===== config.mk =====
export PLATFORM = sky130hd
export DESIGN_NAME = tpcs_top
export DESIGN_NICKNAME = d
export VERILOG_FILES = /design/src/hdl/tpcs_pkg.sv /design/src/hdl/tpcs_top.sv
export VERILOG_INCLUDE_DIRS = /design/src /design/src/hdl
export SDC_FILE = /design/constraint.sdc
export NUM_CORES = 1
export LEC_CHECK = 0
export BUFFER_PORTS_ARGS = -buffer_cell sky130_fd_sc_hd__buf_2
export CAP_MARGIN = 30
export CORE_ASPECT_RATIO = 0.8
export CORE_MARGIN = 1
export CORE_UTILIZATION = 45
export DETAILED_ROUTE_END_ITERATION = 6
export GPL_TIMING_DRIVEN = 0
export SETUP_SLACK_MARGIN = 0.4
export SLEW_MARGIN = 10
export SYNTH_ARGS = -nofsm -noshare
export SYNTH_HDL_FRONTEND = slang
export SYNTH_SLANG_ARGS = --single-unit

===== constraint.sdc =====
create_clock -name core_clk -period 4.12 [get_ports core_clk]
set_input_delay 0.206 -clock core_clk [delete_from_list [all_inputs] [get_ports core_clk]]
set_output_delay 0.206 -clock core_clk [all_outputs]
set_load 0.01 [all_outputs]

===== src/hdl/tpcs_consts.svh =====
// Register map, field positions, reset values and clock-select codes
`ifndef TPCS_CONSTS_SVH
`define TPCS_CONSTS_SVH
`define TPCS_OFS_FLAGS 8'h00
`define TPCS_OFS_GCTRL 8'h01
`define TPCS_OFS_T0CTL 8'h02
`define TPCS_OFS_T1CTL 8'h03
`define TPCS_OFS_IRQEN 8'h04
`define TPCS_OFS_CMPA 8'h05
`define TPCS_OFS_CNT0 8'h06
`define TPCS_BIT_CMP 1
`define TPCS_BIT_OVF 0
`define TPCS_BIT_TSM 7
`define TPCS_BIT_PSRA 1
`define TPCS_BIT_PSRS 0
`define TPCS_BIT_PC 3
`define TPCS_CS_STOP 3'h0
`define TPCS_CS_DIV1 3'h1
`define TPCS_CS_DIV8 3'h2
`define TPCS_CS_DIV64 3'h3
`define TPCS_CS_DIV256 3'h4
`define TPCS_CS_DIV1024 3'h5
`define TPCS_CS_EXTFALL 3'h6
`define TPCS_CS_EXTRISE 3'h7
`define TPCS_CNT_MAX 8'hFF
`define TPCS_CNT_BOTTOM 8'h00
`define TPCS_RST_BYTE 8'h00
`define TPCS_RST_PSC 10'h000
`endif


===== src/hdl/tpcs_pkg.sv =====
// Types for the timer prescaler and clock select block
package tpcs_pkg;
    typedef struct packed {
        logic [7:0] addr;
        logic [7:0] wdata;
        logic wr;
        logic rd;
    } tpcs_bus_req_t;

    typedef struct packed {
        logic [1:0] flags;
        logic sync_hold_mode;
        logic shared_prescaler_reset;
        logic async_prescaler_reset;
        logic [2:0] cs0;
        logic [2:0] cs1;
        logic phase_correct;
        logic [1:0] irq_en;
        logic [7:0] compare_a_value;
        logic [7:0] cnt0;
        logic dir_down;
        logic [9:0] psc;
        logic [1:0] pin_s1;
        logic [1:0] pin_s2;
        logic [1:0] pin_s3;
        logic [1:0] tick;
        logic [7:0] rd_data;
        logic cmp_irq;
        logic ovf_irq;
    } tpcs_state_t;
endpackage


===== src/hdl/tpcs_top.sv =====
// Shared prescaler, clock select and timer0 event flags
`include "tpcs_consts.svh"

// Overview of operation
// - Compare-A flag sets when timer0 counter equals compare-A value on a tick.
// - Compare-A flag clears on vector acknowledge or on software writing one.
// - Compare-A request only when global enable, its enable and flag are set.
// - Overflow flag sets on wrap; in phase-correct mode on turn at zero.
// - Overflow flag clears on vector acknowledge or on software writing one.
// - Overflow request only when global enable, its enable and flag are set.
// - Both timers share one prescaler, each with its own clock select.
// - Clock select one counts every system clock cycle while the shared prescaler reset bit is clear.
// - Prescaler taps give divide by 8, 64, 256 and 1024.
// - Prescaler runs freely, independent of clock select settings.
// - Prescaler reset restarts the prescaled period for both timers.
// - Each count pin is sampled every cycle, synchronised, then edge detected.
// - Synchroniser stages update on the rising system clock edge.
// - Select seven ticks on rising pin edges, six on falling edges.
// - Counter updates 2 to 3 cycles after a pin edge.
// - External pin edges bypass the prescaler and count undivided.
// - With sync hold mode set, prescaler reset bits keep written values.
// - Writing sync hold mode from one to zero clears both prescaler reset bits.
// - Shared prescaler reset bit resets prescaler, then self-clears unless held.
// - Clock select zero gives no ticks, so the timer stays still.
// - Select codes: stop, undivided, four taps, external falling, external rising.
module tpcs_top (
    input wire logic core_clk,
    input wire logic rst,
    input wire tpcs_pkg::tpcs_bus_req_t bus_req,
    input wire logic global_irq_enable,
    input wire logic cmp_vector_ack,
    input wire logic ovf_vector_ack,
    input wire logic [1:0] external_count_pin,
    output logic [7:0] rd_data,
    output logic [1:0] timer_tick,
    output logic cmp_irq,
    output logic ovf_irq
);
    import tpcs_pkg::*;

    tpcs_state_t q;
    tpcs_state_t d;
    logic [3:0] tap;
    logic [1:0] sel_tick;
    logic [2:0] cs [2];
    logic halt;
    logic cmp_match;
    logic ovf_event;

    // Taps fire on the last count of each period, so a reset restarts every period
    assign tap[0] = &q.psc[2:0];
    assign tap[1] = &q.psc[5:0];
    assign tap[2] = &q.psc[7:0];
    assign tap[3] = &q.psc[9:0];
    assign cs[0] = q.cs0;
    assign cs[1] = q.cs1;
    // Held prescaler reset halts both timers, undivided and external ones too
    assign halt = q.shared_prescaler_reset;

    genvar gi;
    generate
        for (gi = 0; gi < 2; gi++) begin : g_sel
            logic rise;
            logic fall;
            // Edge taken between second and third stage; first stage feeds only the second
            assign rise = q.pin_s2[gi] & ~q.pin_s3[gi];
            assign fall = ~q.pin_s2[gi] & q.pin_s3[gi];
            always_comb begin
                case (cs[gi])
                    `TPCS_CS_STOP: sel_tick[gi] = 1'b0;
                    `TPCS_CS_DIV1: sel_tick[gi] = ~halt;
                    `TPCS_CS_DIV8: sel_tick[gi] = ~halt & tap[0];
                    `TPCS_CS_DIV64: sel_tick[gi] = ~halt & tap[1];
                    `TPCS_CS_DIV256: sel_tick[gi] = ~halt & tap[2];
                    `TPCS_CS_DIV1024: sel_tick[gi] = ~halt & tap[3];
                    `TPCS_CS_EXTFALL: sel_tick[gi] = ~halt & fall;
                    `TPCS_CS_EXTRISE: sel_tick[gi] = ~halt & rise;
                    default: sel_tick[gi] = 1'b0;
                endcase
            end
        end
    endgenerate

    assign cmp_match = sel_tick[0] && (q.cnt0 == q.compare_a_value);
    assign ovf_event = sel_tick[0] && (q.phase_correct
        ? (q.dir_down && q.cnt0 == `TPCS_CNT_BOTTOM)
        : (q.cnt0 == `TPCS_CNT_MAX));

    always_comb begin
        d = q;
        d.rd_data = `TPCS_RST_BYTE;
        // Synchroniser chain, one sample per system clock
        d.pin_s1 = external_count_pin;
        d.pin_s2 = q.pin_s1;
        d.pin_s3 = q.pin_s2;
        d.tick = sel_tick;
        // Prescaler never looks at clock select; only its reset bit stops it
        if (q.shared_prescaler_reset) begin
            d.psc = `TPCS_RST_PSC;
        end else begin
            d.psc = q.psc + 10'h001;
        end
        // Counter moves in the same cycle as the tick, keeping the pin delay short
        if (sel_tick[0]) begin
            if (!q.phase_correct) begin
                d.cnt0 = q.cnt0 + 8'h01;
            end else if (q.dir_down) begin
                if (q.cnt0 == `TPCS_CNT_BOTTOM) begin
                    d.dir_down = 1'b0;
                    d.cnt0 = q.cnt0 + 8'h01;
                end else begin
                    d.cnt0 = q.cnt0 - 8'h01;
                end
            end else if (q.cnt0 == `TPCS_CNT_MAX) begin
                d.dir_down = 1'b1;
                d.cnt0 = q.cnt0 - 8'h01;
            end else begin
                d.cnt0 = q.cnt0 + 8'h01;
            end
        end
        if (q.shared_prescaler_reset && !q.sync_hold_mode) begin
            d.shared_prescaler_reset = 1'b0;
        end
        if (cmp_vector_ack) begin
            d.flags[`TPCS_BIT_CMP] = 1'b0;
        end
        if (ovf_vector_ack) begin
            d.flags[`TPCS_BIT_OVF] = 1'b0;
        end
        if (bus_req.wr) begin
            case (bus_req.addr)
                `TPCS_OFS_FLAGS: begin
                    d.flags = q.flags & ~bus_req.wdata[1:0];
                end
                `TPCS_OFS_GCTRL: begin
                    d.sync_hold_mode = bus_req.wdata[`TPCS_BIT_TSM];
                    if (bus_req.wdata[`TPCS_BIT_TSM]) begin
                        d.shared_prescaler_reset = bus_req.wdata[`TPCS_BIT_PSRS];
                        d.async_prescaler_reset = bus_req.wdata[`TPCS_BIT_PSRA];
                    end else if (q.sync_hold_mode) begin
                        d.shared_prescaler_reset = 1'b0;
                        d.async_prescaler_reset = 1'b0;
                    end else begin
                        d.shared_prescaler_reset = bus_req.wdata[`TPCS_BIT_PSRS];
                        d.async_prescaler_reset = 1'b0;
                    end
                end
                `TPCS_OFS_T0CTL: begin
                    d.cs0 = bus_req.wdata[2:0];
                    d.phase_correct = bus_req.wdata[`TPCS_BIT_PC];
                end
                `TPCS_OFS_T1CTL: d.cs1 = bus_req.wdata[2:0];
                `TPCS_OFS_IRQEN: d.irq_en = bus_req.wdata[1:0];
                `TPCS_OFS_CMPA: d.compare_a_value = bus_req.wdata;
                `TPCS_OFS_CNT0: d.cnt0 = bus_req.wdata;
                default: d.rd_data = `TPCS_RST_BYTE;
            endcase
        end
        // Hardware set wins over any clear in the same cycle
        if (cmp_match) begin
            d.flags[`TPCS_BIT_CMP] = 1'b1;
        end
        if (ovf_event) begin
            d.flags[`TPCS_BIT_OVF] = 1'b1;
        end
        if (bus_req.rd) begin
            case (bus_req.addr)
                `TPCS_OFS_FLAGS: d.rd_data = {6'h00, q.flags};
                `TPCS_OFS_GCTRL: d.rd_data = {q.sync_hold_mode, 5'h00,
                    q.async_prescaler_reset, q.shared_prescaler_reset};
                `TPCS_OFS_T0CTL: d.rd_data = {4'h0, q.phase_correct, q.cs0};
                `TPCS_OFS_T1CTL: d.rd_data = {5'h00, q.cs1};
                `TPCS_OFS_IRQEN: d.rd_data = {6'h00, q.irq_en};
                `TPCS_OFS_CMPA: d.rd_data = q.compare_a_value;
                `TPCS_OFS_CNT0: d.rd_data = q.cnt0;
                default: d.rd_data = `TPCS_RST_BYTE;
            endcase
        end
        // Requests follow the flag next value, so they rise with the flag
        d.cmp_irq = global_irq_enable & d.irq_en[`TPCS_BIT_CMP]
            & d.flags[`TPCS_BIT_CMP];
        d.ovf_irq = global_irq_enable & d.irq_en[`TPCS_BIT_OVF]
            & d.flags[`TPCS_BIT_OVF];
    end

    always_ff @(posedge core_clk or posedge rst) begin
        if (rst) begin
            q <= '0;
        end else begin
            q <= d;
        end
    end

    assign rd_data = q.rd_data;
    assign timer_tick = q.tick;
    assign cmp_irq = q.cmp_irq;
    assign ovf_irq = q.ovf_irq;

    logic gie_q;
    always_ff @(posedge core_clk or posedge rst) begin
        if (rst) begin
            gie_q <= 1'b0;
        end else begin
            gie_q <= global_irq_enable;
        end
    end
endmodule


==> summary.md, run 1 <==
- count of buffers inserted at the top-level ports: 34
- Power Density: 438 nW/um^2
- number of setup buffers added after CTS: 0
- number of register bits inferred by synthesis: 59
- via count of the first global-routing pass: 2636
- Resized Gates After CTS: 0
- routability cong.: 0.874
- Filler Cells Inserted: 643
- Achievable Freq: 357 MHz
- CTS tree: built
- Hold Path Class: in -> async
- Root Driver: clkbuf_8
- Post-synth EDFFs: 0
- pin count of the biggest net entering global routing: 60
- worst setup path startpoint: q[18]$_DFF_PP0_
- placed wire-length estimate: 6140 microns
- Ys Warns: 0
- area taken by flip-flops and latches: 1480 sq um
- horizontal extent of the die: 98.6 microns
- hold-fix buffers at CTS: 2
- CTS HTree Levels: 3
- primary flip-flop cell chosen by synthesis mapping: dfrtp_1
- kind of capture point of the worst setup path: flop
- startpoint type of the worst setup path: flop
- path type of the worst setup path: reg -> reg
- antenna-violating nets left: 0
- total core area: 7060 sq um
- Final Cycle Share: 68.1%
- endpoints failing hold: 21
- post-detailed-route DRC marker count: 0
- number of vias per cell after detailed routing: 5.94
- multi-input logic area: 1690 sq um
- worst hold slack: -0.00988 ns
- Bufs on Longest Clock Path: 2
- sum of negative setup slack: 0 ns
- share of final-layout standard cells stronger than drive strength 1: 26.0%
- clock insertion delay at the later pin of the skew report: 0.35 ns
- max-cap viol count: 0
- Die Y: 79.3 microns
- synthesized area per cell: 10.2 sq um
- Overall Global Routing Usage: 24.0%
- cells after synthesis: 329
- data arrival time of the critical path: 3.06 ns
- Critical R2R Launch: q[18]$_DFF_PP0_
- clock buffer count from CTS: 9
- number of cell rows: 27
- IR Drop Worst-Case VDD: 0.244 mV
- netlist area before placement: 3360 sq um
- worst-margin pin slew: 0.814 ns
- leakage power of the design: 0.00183 uW
- critical path required time: 4.37 ns
- Max Transition Viols Final: 0
- worst max-slew margin expressed relative to the limit: 45.6%
- number of sinks handled by clock tree synthesis: 59
- antenna cells: 0
- Total Wirelength: 8540 microns
- Netlist cell types: 57
- asr flop ratio synth: 100%
- violation count after the first detailed-routing iteration: 202
- average wire per cell in the routed design: 18.2 microns
- count of endpoints failing setup in the final report: 0
- wire length of the first global-routing pass: 14100 microns
- global-route congestion overflow total: 0
- number of top-level pins: 37
- area of the die: 7810 sq um
- signed area change from the synthesized netlist to the final layout: 16.0%
- clock period minus final worst setup slack: 2.80 ns
- number of search-and-repair iterations in the first detailed-routing pass: 5
- number of antenna violations at the first check in global routing: 0
- Setup Skew: 0.00658 ns
- clock-pin slew of the registers on the worst-case setup and hold paths: 0.07 ns
- violated checks: hold timing
- routed vias: 2779
- critical-path maximum fanout: 10
- initial core utilization: 47.5%
- outcome: complete, but fails checks
- final net count: 405
- fraction of the yosys area taken by sequential cells: 44.0%
- post-synthesis net count: 358
- unrepaired setup endpoints after global routing: false
state kept, by name (all words and copies together), names as in the netlist:
register and count:
ovf_irq 1, rd_data 8, d 4, cs 6
halt 1, cmp_irq 1, timer_tick 2, q 36
per-stage QoR:
stage          power, uW  std cells  setup WS, ns  util, %  instance area (sq um)
2_1_floorplan        975        329          2.00        -                   3360
3_3_place_gp        1080        450          1.42     51.5                   3640
3_5_place_dp        1090        450          1.38     51.5                   3640
4_1_cts             1710        468          1.35     55.1                   3890
5_1_grt             1800        468          1.14     55.1                   3890
6_report            1710        468          1.32     55.1                   3890
layout by cell type, fill, tap and decap left out, drive strengths merged, types with 7 or more instances in the layout:
| master | count |
|---|---|
| and3 | 8 |
| nand3 | 15 |
| a21oi | 17 |
| o21ai | 7 |
| nor2 | 26 |
| dfrtp | 59 |
| xor2 | 13 |
| mux2 | 18 |
| nor3 | 11 |
| nand2 | 14 |
| inv | 11 |
| buf | 49 |
| clkbuf | 24 |
path summary, 6_finish.rpt:
check / to / slack (ns) / depth (start not counted)
setup / recovery: q[36]$_DFF_PP0_ / 1.32 / 9
hold / removal: rd_data[7]$_DFF_PP0_ / -0.01 / 2
setup reg to reg: q[36]$_DFF_PP0_ / 1.32 / 9
hold reg to reg: d[13]$_DFF_PP0_ / 0.36 / 0
max in group asynchronous: q[32]$_DFF_PP0_ / 3.66 / 2
min in group core_clk: q[33]$_DFF_PP0_ / 0.10 / 3
kinds of logic (layout without fill, tap and decap cells):
logic type	count (synthesis)	after routing	share of synthesized area (%)
xor gates and xnor gates	17	17	4.44
buffers and inverters	38	90	5.81
and+or+nand+nor	121	121	22.1
AOI/OAI and AO/OA	69	69	15.2
adders and majority gates	4	4	1.49
muxes	21	21	6.93
DFF	59	59	44.0
cell usage after synthesis (all sizes together) (3+ instances only):
master   n  area share, %
nand4    6            1.1
a21oi   17            2.5
or3b     5            1.3
nor2    26            2.9
mux2i    3           0.89
a211o    3           0.78
nand2b   5           0.93
o21ai    7            1.0
a21o     4           0.89
a31oi    5           0.93
nor2b    4           0.75
a211oi   3           0.82
nor4     6            2.0
nand2   14            1.8
ha       4            1.5
and3b    3           0.78
a22oi    6            1.3
and3     8            1.5
nor3    11            2.0
and2     3           0.56
dfrtp   59             44
o22ai    3           0.56
inv     10            1.1
clkbuf  13            1.5
buf     15            3.2
mux2    18            6.0
xor2    13            3.4
a222oi   3           0.89
o2111a   3            1.0
nand3   15            2.2
xnor2    4            1.0
nand3b   5            1.1
worst max-delay path, stage by stage, from the launching register on:
cell and delay, ns:
dfrtp_1 0.43, ha_1 0.30, ha_1 0.24, a21oi_1 0.15
nor3_1 0.07, a211oi_2 0.69, inv_1 0.24, buf_4 0.25
o2111a_1 0.14, nor3_1 0.20
layout make-up:
class / instances / area share, %
tap: 87 / 2.80
inverter: 10 / 1.03
sequential: 59 / 37.9
clock buffer: 11 / 3.89
buffer: 28 / 4.05
timing repair buffer: 36 / 4.88
clock inverter: 5 / 2.15
multi-input combinational: 232 / 43.3
per-layer routing:
layer	track usage (%)	up-vias	part of all wire (%)
met5	0	-	0
met2	33.7	120	40
met4	7.61	0	1.1
li1	-	1301	-
met3	4.75	10	6.9
met1	36.7	1348	52
report_power, final:
group	total, uW	internal (uW)	switching (uW)
combinational	359	155	204
clock	618	375	243
sequential	729	644	84.8
total	1710	1170	531
(Power assumes the default switching activity.)
==> inputs of run 2 (changes only) <==
--- a/config.mk
+++ b/config.mk
@@ -13,6 +13,7 @@
 export CORE_UTILIZATION = 45
 export DETAILED_ROUTE_END_ITERATION = 6
 export GPL_TIMING_DRIVEN = 0
+export PLACE_DENSITY = 0.66
 export SETUP_SLACK_MARGIN = 0.4
 export SLEW_MARGIN = 10
 export SYNTH_ARGS = -nofsm -noshare
==> constraint.sdc (replaced) <==
create_clock -name core_clk -period 2.3 [get_ports core_clk]
set_input_delay 0.115 -clock core_clk [delete_from_list [all_inputs] [get_ports core_clk]]
set_output_delay 0.115 -clock core_clk [all_outputs]
set_load 0.01 [all_outputs]
==> summary.md, run 2 (synthesis gave the netlist of run 1 again) <==
- outcome: finished, final reports clean, was complete, but fails checks
- number of antenna violations at the first check in global routing: 0, unchanged
- initial core utilization: 47.5%, unchanged
- kind of capture point of the worst setup path: flop, unchanged
- clock-pin slew of the registers on the worst-case setup and hold paths: 0.06 ns, was 0.07 ns
- average wire per cell in the routed design: 17.6 microns, was 18.2 microns
- leakage power of the design: 0.00195 uW, was 0.00183 uW
- number of search-and-repair iterations in the first detailed-routing pass: 5, unchanged
- Bufs on Longest Clock Path: 2, unchanged
- number of cell rows: 27, unchanged
- crit-path max cell delay: 0.43 ns, was 0.69 ns
- number of top-level pins: 37, unchanged
- worst flop-to-flop path endpoint: q[34]$_DFF_PP0_, was q[36]$_DFF_PP0_
- number of sinks handled by clock tree synthesis: 59, unchanged
- Setup Skew: 0.00792 ns, was 0.00658 ns
- CTS HTree Levels: 3, unchanged
- Power Density: 707 nW/um^2, was 438 nW/um^2
- critical path required time: 2.56 ns, was 4.37 ns
- Die Y: 79.3 microns, unchanged
- final net count: 428, was 405
- endpoints failing hold: 0, was 21
- endpoint of the worst hold path: ovf_irq$_DFF_PP0_
- global-route congestion overflow total: 0, unchanged
- pin count of the biggest net entering global routing: 32, was 60
- data arrival time of the critical path: 2.31 ns, was 3.06 ns
- critical path's slowest cell: dfrtp_2, was a211oi_2
- placed inst area: 3740 sq um, was 3640 sq um
- area taken by flip-flops and latches: 1480 sq um, about the same
- clock period minus final worst setup slack: 2.05 ns, was 2.80 ns
- worst min-delay path startpoint: global_irq_enable
- antenna cells: 0, unchanged
- Total Wirelength: 8640 microns, was 8540 microns
- routed vias: 2883, was 2779
- Final Cycle Share: 89.0%, was 68.1%
- number of instances on the worst hold path: 2
- IR Drop Worst-Case VDD: 0.343 mV, was 0.244 mV
- path type of the worst setup path: reg -> reg, unchanged
- Cells after DPL: 451, was 450
- multi-input logic area: 1860 sq um, was 1690 sq um
- number of vias per cell after detailed routing: 5.88, was 5.94
- routability cong.: 0.879, was 0.874
- Top delay family on crit path: simple AND/OR/NAND/NOR gates, was compound AO/OA/AOI/OAI gates
- logic depth of the worst register-to-register path: 8, was 9
- violation count after the first detailed-routing iteration: 214, was 202
- final std cells w/o fill: 490, was 468
- worst max-slew margin expressed relative to the limit: 57.4%, was 45.6%
- Total Power Consumption: 2980 uW, was 1710 uW
- highest-count cells in the layout ignoring fill and taps: dfrtp_1, buf_2, buf_4, was dfrtp_1, buf_2, nor2_1
- ordered list of cells on the worst path: inv_2, ha_4, or3b_4, o41ai_4, buf_4, a21oi_4, o2111a_1, nor3_2, was ha_1, ha_1, a21oi_1, nor3_1, a211oi_2, inv_1, buf_4, o2111a_1, nor3_1
- final worst setup slack: 0.254 ns, was 1.32 ns
- Overall Global Routing Usage: 23.7%, was 24.0%
- critical-path maximum fanout: 4, was 10
- Root Driver: clkbuf_8, unchanged
- worst hold slack: 0.0322 ns, was -0.00988 ns
- flip-flop count of the largest register, all copies and words added: 36, unchanged
- register-to-register setup slack: 0.25 ns, was 1.32 ns
- unrepaired setup endpoints after global routing: true, was false
- count of buffers inserted at the top-level ports: 34, unchanged
- clock buffer count from CTS: 9, unchanged
- Max Transition Viols Final: 0, unchanged
- most common library cell in the layout ignoring fill and taps: dfrtp_1, unchanged
- Filler Cells Inserted: 619, was 643
- post-detailed-route DRC marker count: 0, unchanged
- Crit path buffers/inverters: 2, unchanged
- antenna-violating nets left: 0, unchanged
- register bank with the most flops: q, unchanged
- wire length of the first global-routing pass: 14000 microns, was 14100 microns
- area of the die: 7810 sq um, unchanged
- CTS tree: built, unchanged
- Achievable Freq: 489 MHz, was 357 MHz
- signed area change from the synthesized netlist to the final layout: 25.4%, was 16.0%
- worst-margin pin slew: 0.638 ns, was 0.814 ns
- via count of the first global-routing pass: 2711, was 2636
- count of endpoints failing setup in the final report: 0, unchanged
- max-cap viol count: 0, unchanged
- clock insertion delay at the later pin of the skew report: 0.34 ns, was 0.35 ns
- Hold Path Class: in -> reg, was in -> async
- Stages on worst setup path: 8, was 9
- startpoint type of the worst setup path: flop, unchanged
- final instance area: 4210 sq um, was 3890 sq um
- Critical R2R Launch: q[30]$_DFF_PP0_, was q[18]$_DFF_PP0_
- placed wire-length estimate: 5980 microns, was 6140 microns
- horizontal extent of the die: 98.6 microns, unchanged
- worst slack at placement: -0.256 ns, was 1.38 ns
- share of final-layout standard cells stronger than drive strength 1: 39.0%, was 26.0%
- total core area: 7060 sq um, unchanged
==> run 2: cell count changes in the layout (fill, tap and decap cells not counted), sizes merged <==
cell,previous run,this run
buf,49,71
clkinv,0,4
inv,11,10
clkinvlp,2,1
bufinv,2,0
dlygate4sd3,2,4
clkbuf,24,22
==> run 2: metrics by stage <==
stage                     TNS, ns  util (%)
after floorplan                 0         -
after global placement      -3.50      52.7
after detailed placement    -1.77      53.0
after CTS                       0      57.9
after global routing            0      59.6
final                           0      59.6
==> run 2: final cells by class <==
class	count	share of cell area [%]
multi-input combinational	232	44.2
sequential	59	35.2
timing repair buffer	59	9.21
buffer	28	4.07
clock buffer	10	3.03
tap	87	2.59
inverter	10	0.892
clock inverter	5	0.743
==> run 2: how the worst max path moves through the flow <==
stage / start / end / slack [ns]
6_report: q[30]$_DFF_PP0_ / q[34]$_DFF_PP0_ / 0.25
5_1_grt: q[30]$_DFF_PP0_ / q[34]$_DFF_PP0_ / 0.19
4_1_cts: q[35]$_DFF_PP0_ / q[31]$_DFF_PP0_ / 0.31
3_5_place_dp: q[18]$_DFF_PP0_ / cmp_irq$_DFF_PP0_ / -0.26
3_3_place_gp: q[18]$_DFF_PP0_ / cmp_irq$_DFF_PP0_ / -0.24
2_1_floorplan: q[18]$_DFF_PP0_ / cmp_irq$_DFF_PP0_ / 0.25
==> run 2: metal layers <==
layer  share of wire, %  vias up  GRT usage [%]  wire length, microns
li1                   -     1346              -                     -
met5                  0        -              0                     0
met3                6.1       17           5.55                   527
met1                 50     1409           35.6                  4310
met2                 42      111           33.2                  3640
met4                1.8        0           7.91                   157
==> run 2: what timing repair did <==
action                                 4_1_cts  5_1_grt
hold buffers                                 4        0
resized for setup                           18       22
setup endpoints to repair                   14       12
pin swaps                                    5       13
buffers inserted                            12        8
endpoints found under the hold margin       31        0
==> run 2: power breakdown <==
part	switching, uW	total, uW	internal, uW
Sequential	124	1280	1160
Clock	412	792	380
Combinational	460	900	440
==> inputs of run 3 (changes only) <==
--- a/config.mk
+++ b/config.mk
@@ -13,6 +13,7 @@
 export CORE_UTILIZATION = 45
 export DETAILED_ROUTE_END_ITERATION = 6
 export GPL_TIMING_DRIVEN = 0
+export MAX_ROUTING_LAYER = met4
 export PLACE_DENSITY = 0.66
 export SETUP_SLACK_MARGIN = 0.4
 export SLEW_MARGIN = 10
==> summary.md, run 3 (synthesis gave the netlist of run 1 again) <==
- clock-pin slew of the registers on the worst-case setup and hold paths: 0.06 ns, about the same
- horizontal extent of the die: 98.6 microns, unchanged
- worst max-slew margin expressed relative to the limit: 52.3%, was 57.4%
- outcome: finished, final reports clean, unchanged
- register-to-register setup slack: 0.32 ns, was 0.25 ns
- placed wire-length estimate: 6010 microns, was 5980 microns
- combinational fraction of design power: 29.2%, was 30.2%
- register bank with the most flops: q, unchanged
- unrepaired setup endpoints after global routing: true, unchanged
- Die Y: 79.3 microns, unchanged
- count of endpoints failing setup in the final report: 0, unchanged
- total net switching power: 1000 uW, was 996 uW
- number of antenna violations at the first check in global routing: 0, unchanged
- Total Wirelength: 8710 microns, was 8640 microns
- final instance area: 4250 sq um, was 4210 sq um
- worst hold slack: 0.0172 ns, was 0.0322 ns
- IR Drop Worst-Case VDD: 0.454 mV, was 0.343 mV
- Internal: 2080 uW, was 1980 uW
- Bufs on Longest Clock Path: 2, unchanged
- placed inst area: 3740 sq um, unchanged
- total core area: 7060 sq um, unchanged
- wire length of the first global-routing pass: 14100 microns, was 14000 microns
- highest-count cells in the layout ignoring fill and taps: dfrtp_1, buf_2, buf_4, unchanged
- antenna-violating nets left: 0, unchanged
- clock insertion delay at the later pin of the skew report: 0.34 ns, about the same
- Max Transition Viols Final: 0, unchanged
- kind of capture point of the worst setup path: flop, unchanged
- Root Driver: clkbuf_8, unchanged
- path type of the worst setup path: reg -> reg, unchanged
- critical path required time: 2.51 ns, was 2.56 ns
- worst min-delay path startpoint: bus_req[6], was global_irq_enable
- share of final-layout standard cells stronger than drive strength 1: 40.1%, was 39.0%
- number of top-level pins: 37, unchanged
- Final Cycle Share: 86.2%, was 89.0%
- leakage power of the design: 0.00196 uW, was 0.00195 uW
- flip-flop count of the largest register, all copies and words added: 36, unchanged
- clock buffer count from CTS: 9, unchanged
- CTS tree: built, unchanged
- post-layout util: 60.2%, was 59.6%
- logic depth of the worst register-to-register path: 8, unchanged
- Sequential Power Share: 41.7%, was 43.1%
- initial core utilization: 47.5%, unchanged
- Overall Global Routing Usage: 24.6%, was 23.7%
- Power Density: 725 nW/um^2, was 707 nW/um^2
- pin count of the biggest net entering global routing: 34, was 32
- switching power as a share of total power: 32.4%, was 33.5%
- number of cell rows: 27, unchanged
- signed area change from the synthesized netlist to the final layout: 26.6%, was 25.4%
- clock period minus final worst setup slack: 1.98 ns, was 2.05 ns
- endpoints failing hold: 0, unchanged
- Total Power Consumption: 3080 uW, was 2980 uW
- worst-margin pin slew: 0.715 ns, was 0.638 ns
- most common library cell in the layout ignoring fill and taps: dfrtp_1, unchanged
- startpoint type of the worst setup path: flop, unchanged
- max-cap viol count: 0, unchanged
- area of the die: 7810 sq um, unchanged
- number of search-and-repair iterations in the first detailed-routing pass: 5, unchanged
- CTS HTree Levels: 3, unchanged
- worst flop-to-flop path endpoint: q[36]$_DFF_PP0_, was q[34]$_DFF_PP0_
- number of sinks handled by clock tree synthesis: 59, unchanged
- Achievable Freq: 504 MHz, was 489 MHz
- post-detailed-route DRC marker count: 0, unchanged
- global-route congestion overflow total: 0, unchanged
- fraction of power consumed by the clock network: 29.1%, was 26.6%
- endpoint of the worst hold path: q[33]$_DFF_PP0_, was ovf_irq$_DFF_PP0_
- Setup Skew: 0.00699 ns, was 0.00792 ns
- routed vias: 2910, was 2883
- number of instances on the worst hold path: 3, was 2
- average wire per cell in the routed design: 17.9 microns, was 17.6 microns
- via count of the first global-routing pass: 2694, was 2711
- violation count after the first detailed-routing iteration: 175, was 214
- number of vias per cell after detailed routing: 5.96, was 5.88
- Critical R2R Launch: q[30]$_DFF_PP0_, unchanged
- final net count: 426, was 428
- routability cong.: 0.899, was 0.879
- critical-path maximum fanout: 4, unchanged
- data arrival time of the critical path: 2.19 ns, was 2.31 ns
- count of buffers inserted at the top-level ports: 34, unchanged
- Hold Path Class: in -> reg, unchanged
- antenna cells: 0, unchanged
==> run 3: cell types whose count changed in the layout (fill, tap and decap cells not counted), sizes merged <==
cell,delta
clkbuf,+1
clkinv,-1
inv,+1
buf,-2
clkinvlp,-1
dlygate4sd3,-1
bufinv,+1
==> run 3: power groups by stage <==
stage	Clock [uW]	Sequential [uW]	Combinational [uW]
CTS	926	1280	808
detailed placement	0	1320	699
finish	898	1280	899
floorplan	0	1280	539
global placement	0	1320	671
global route	978	1300	989
==> run 3: metrics by stage <==
stage	worst slack (ns)	TNS, ns	instances
floorplan	0.249	0	329
global placement	-0.245	-3.54	450
detailed placement	-0.223	-1.35	451
CTS	0.343	0	480
global route	0.250	0	488
finish	0.317	0	488
==> run 3: repair_timing <==
item | CTS | global route
buffers inserted | 11 | 8
hold endpoints to repair | 34 | 0
hold buffers | 3 | 0
setup endpoints to repair | 14 | 11
gates resized for setup | 23 | 24
pin swaps | 7 | 11
gates cloned | 0 | 0
==> run 3: area by class of cell <==
class | count | area (sq um)
clock buffers | 10 | 128
inverters | 10 | 37.5
fillers | 590 | 2810
repair buffers | 57 | 367
well taps | 87 | 109
multi-input cells | 232 | 1890
flip-flops and latches | 59 | 1490
clock inverters | 5 | 53.8
plain buffers | 28 | 178
==> run 3: how the worst max path moves through the flow <==
stage / startpoint / to / slack, ns / cells past startpoint
after CTS: q[30]$_DFF_PP0_ / q[32]$_DFF_PP0_ / 0.34 / 8
after detailed placement: q[19]$_DFF_PP0_ / cmp_irq$_DFF_PP0_ / -0.22 / 8
after global placement: q[18]$_DFF_PP0_ / cmp_irq$_DFF_PP0_ / -0.24 / 8
final: q[30]$_DFF_PP0_ / q[36]$_DFF_PP0_ / 0.32 / 8
after global routing: q[29]$_DFF_PP0_ / ovf_irq$_DFF_PP0_ / 0.25 / 7
after floorplan: q[18]$_DFF_PP0_ / cmp_irq$_DFF_PP0_ / 0.25 / 8
==> run 3: worst max-delay path, cell delays in order, from the launching register on <==
cell and delay (ns):
dfrtp_2 0.43, inv_2 0.09, ha_4 0.14, or3b_4 0.40
o41ai_4 0.20, buf_4 0.19, a21oi_2 0.07, nor4_1 0.26
nor3_2 0.08
==> run 3: routing by layer <==
metal	vias to the layer above	share of wire, %	global-route usage [%]
met4	0	1.1	7.91
li1	1347	-	-
met5	-	0	-
met1	1423	49	35.1
met2	128	43	35.3
met3	12	6.8	4.84
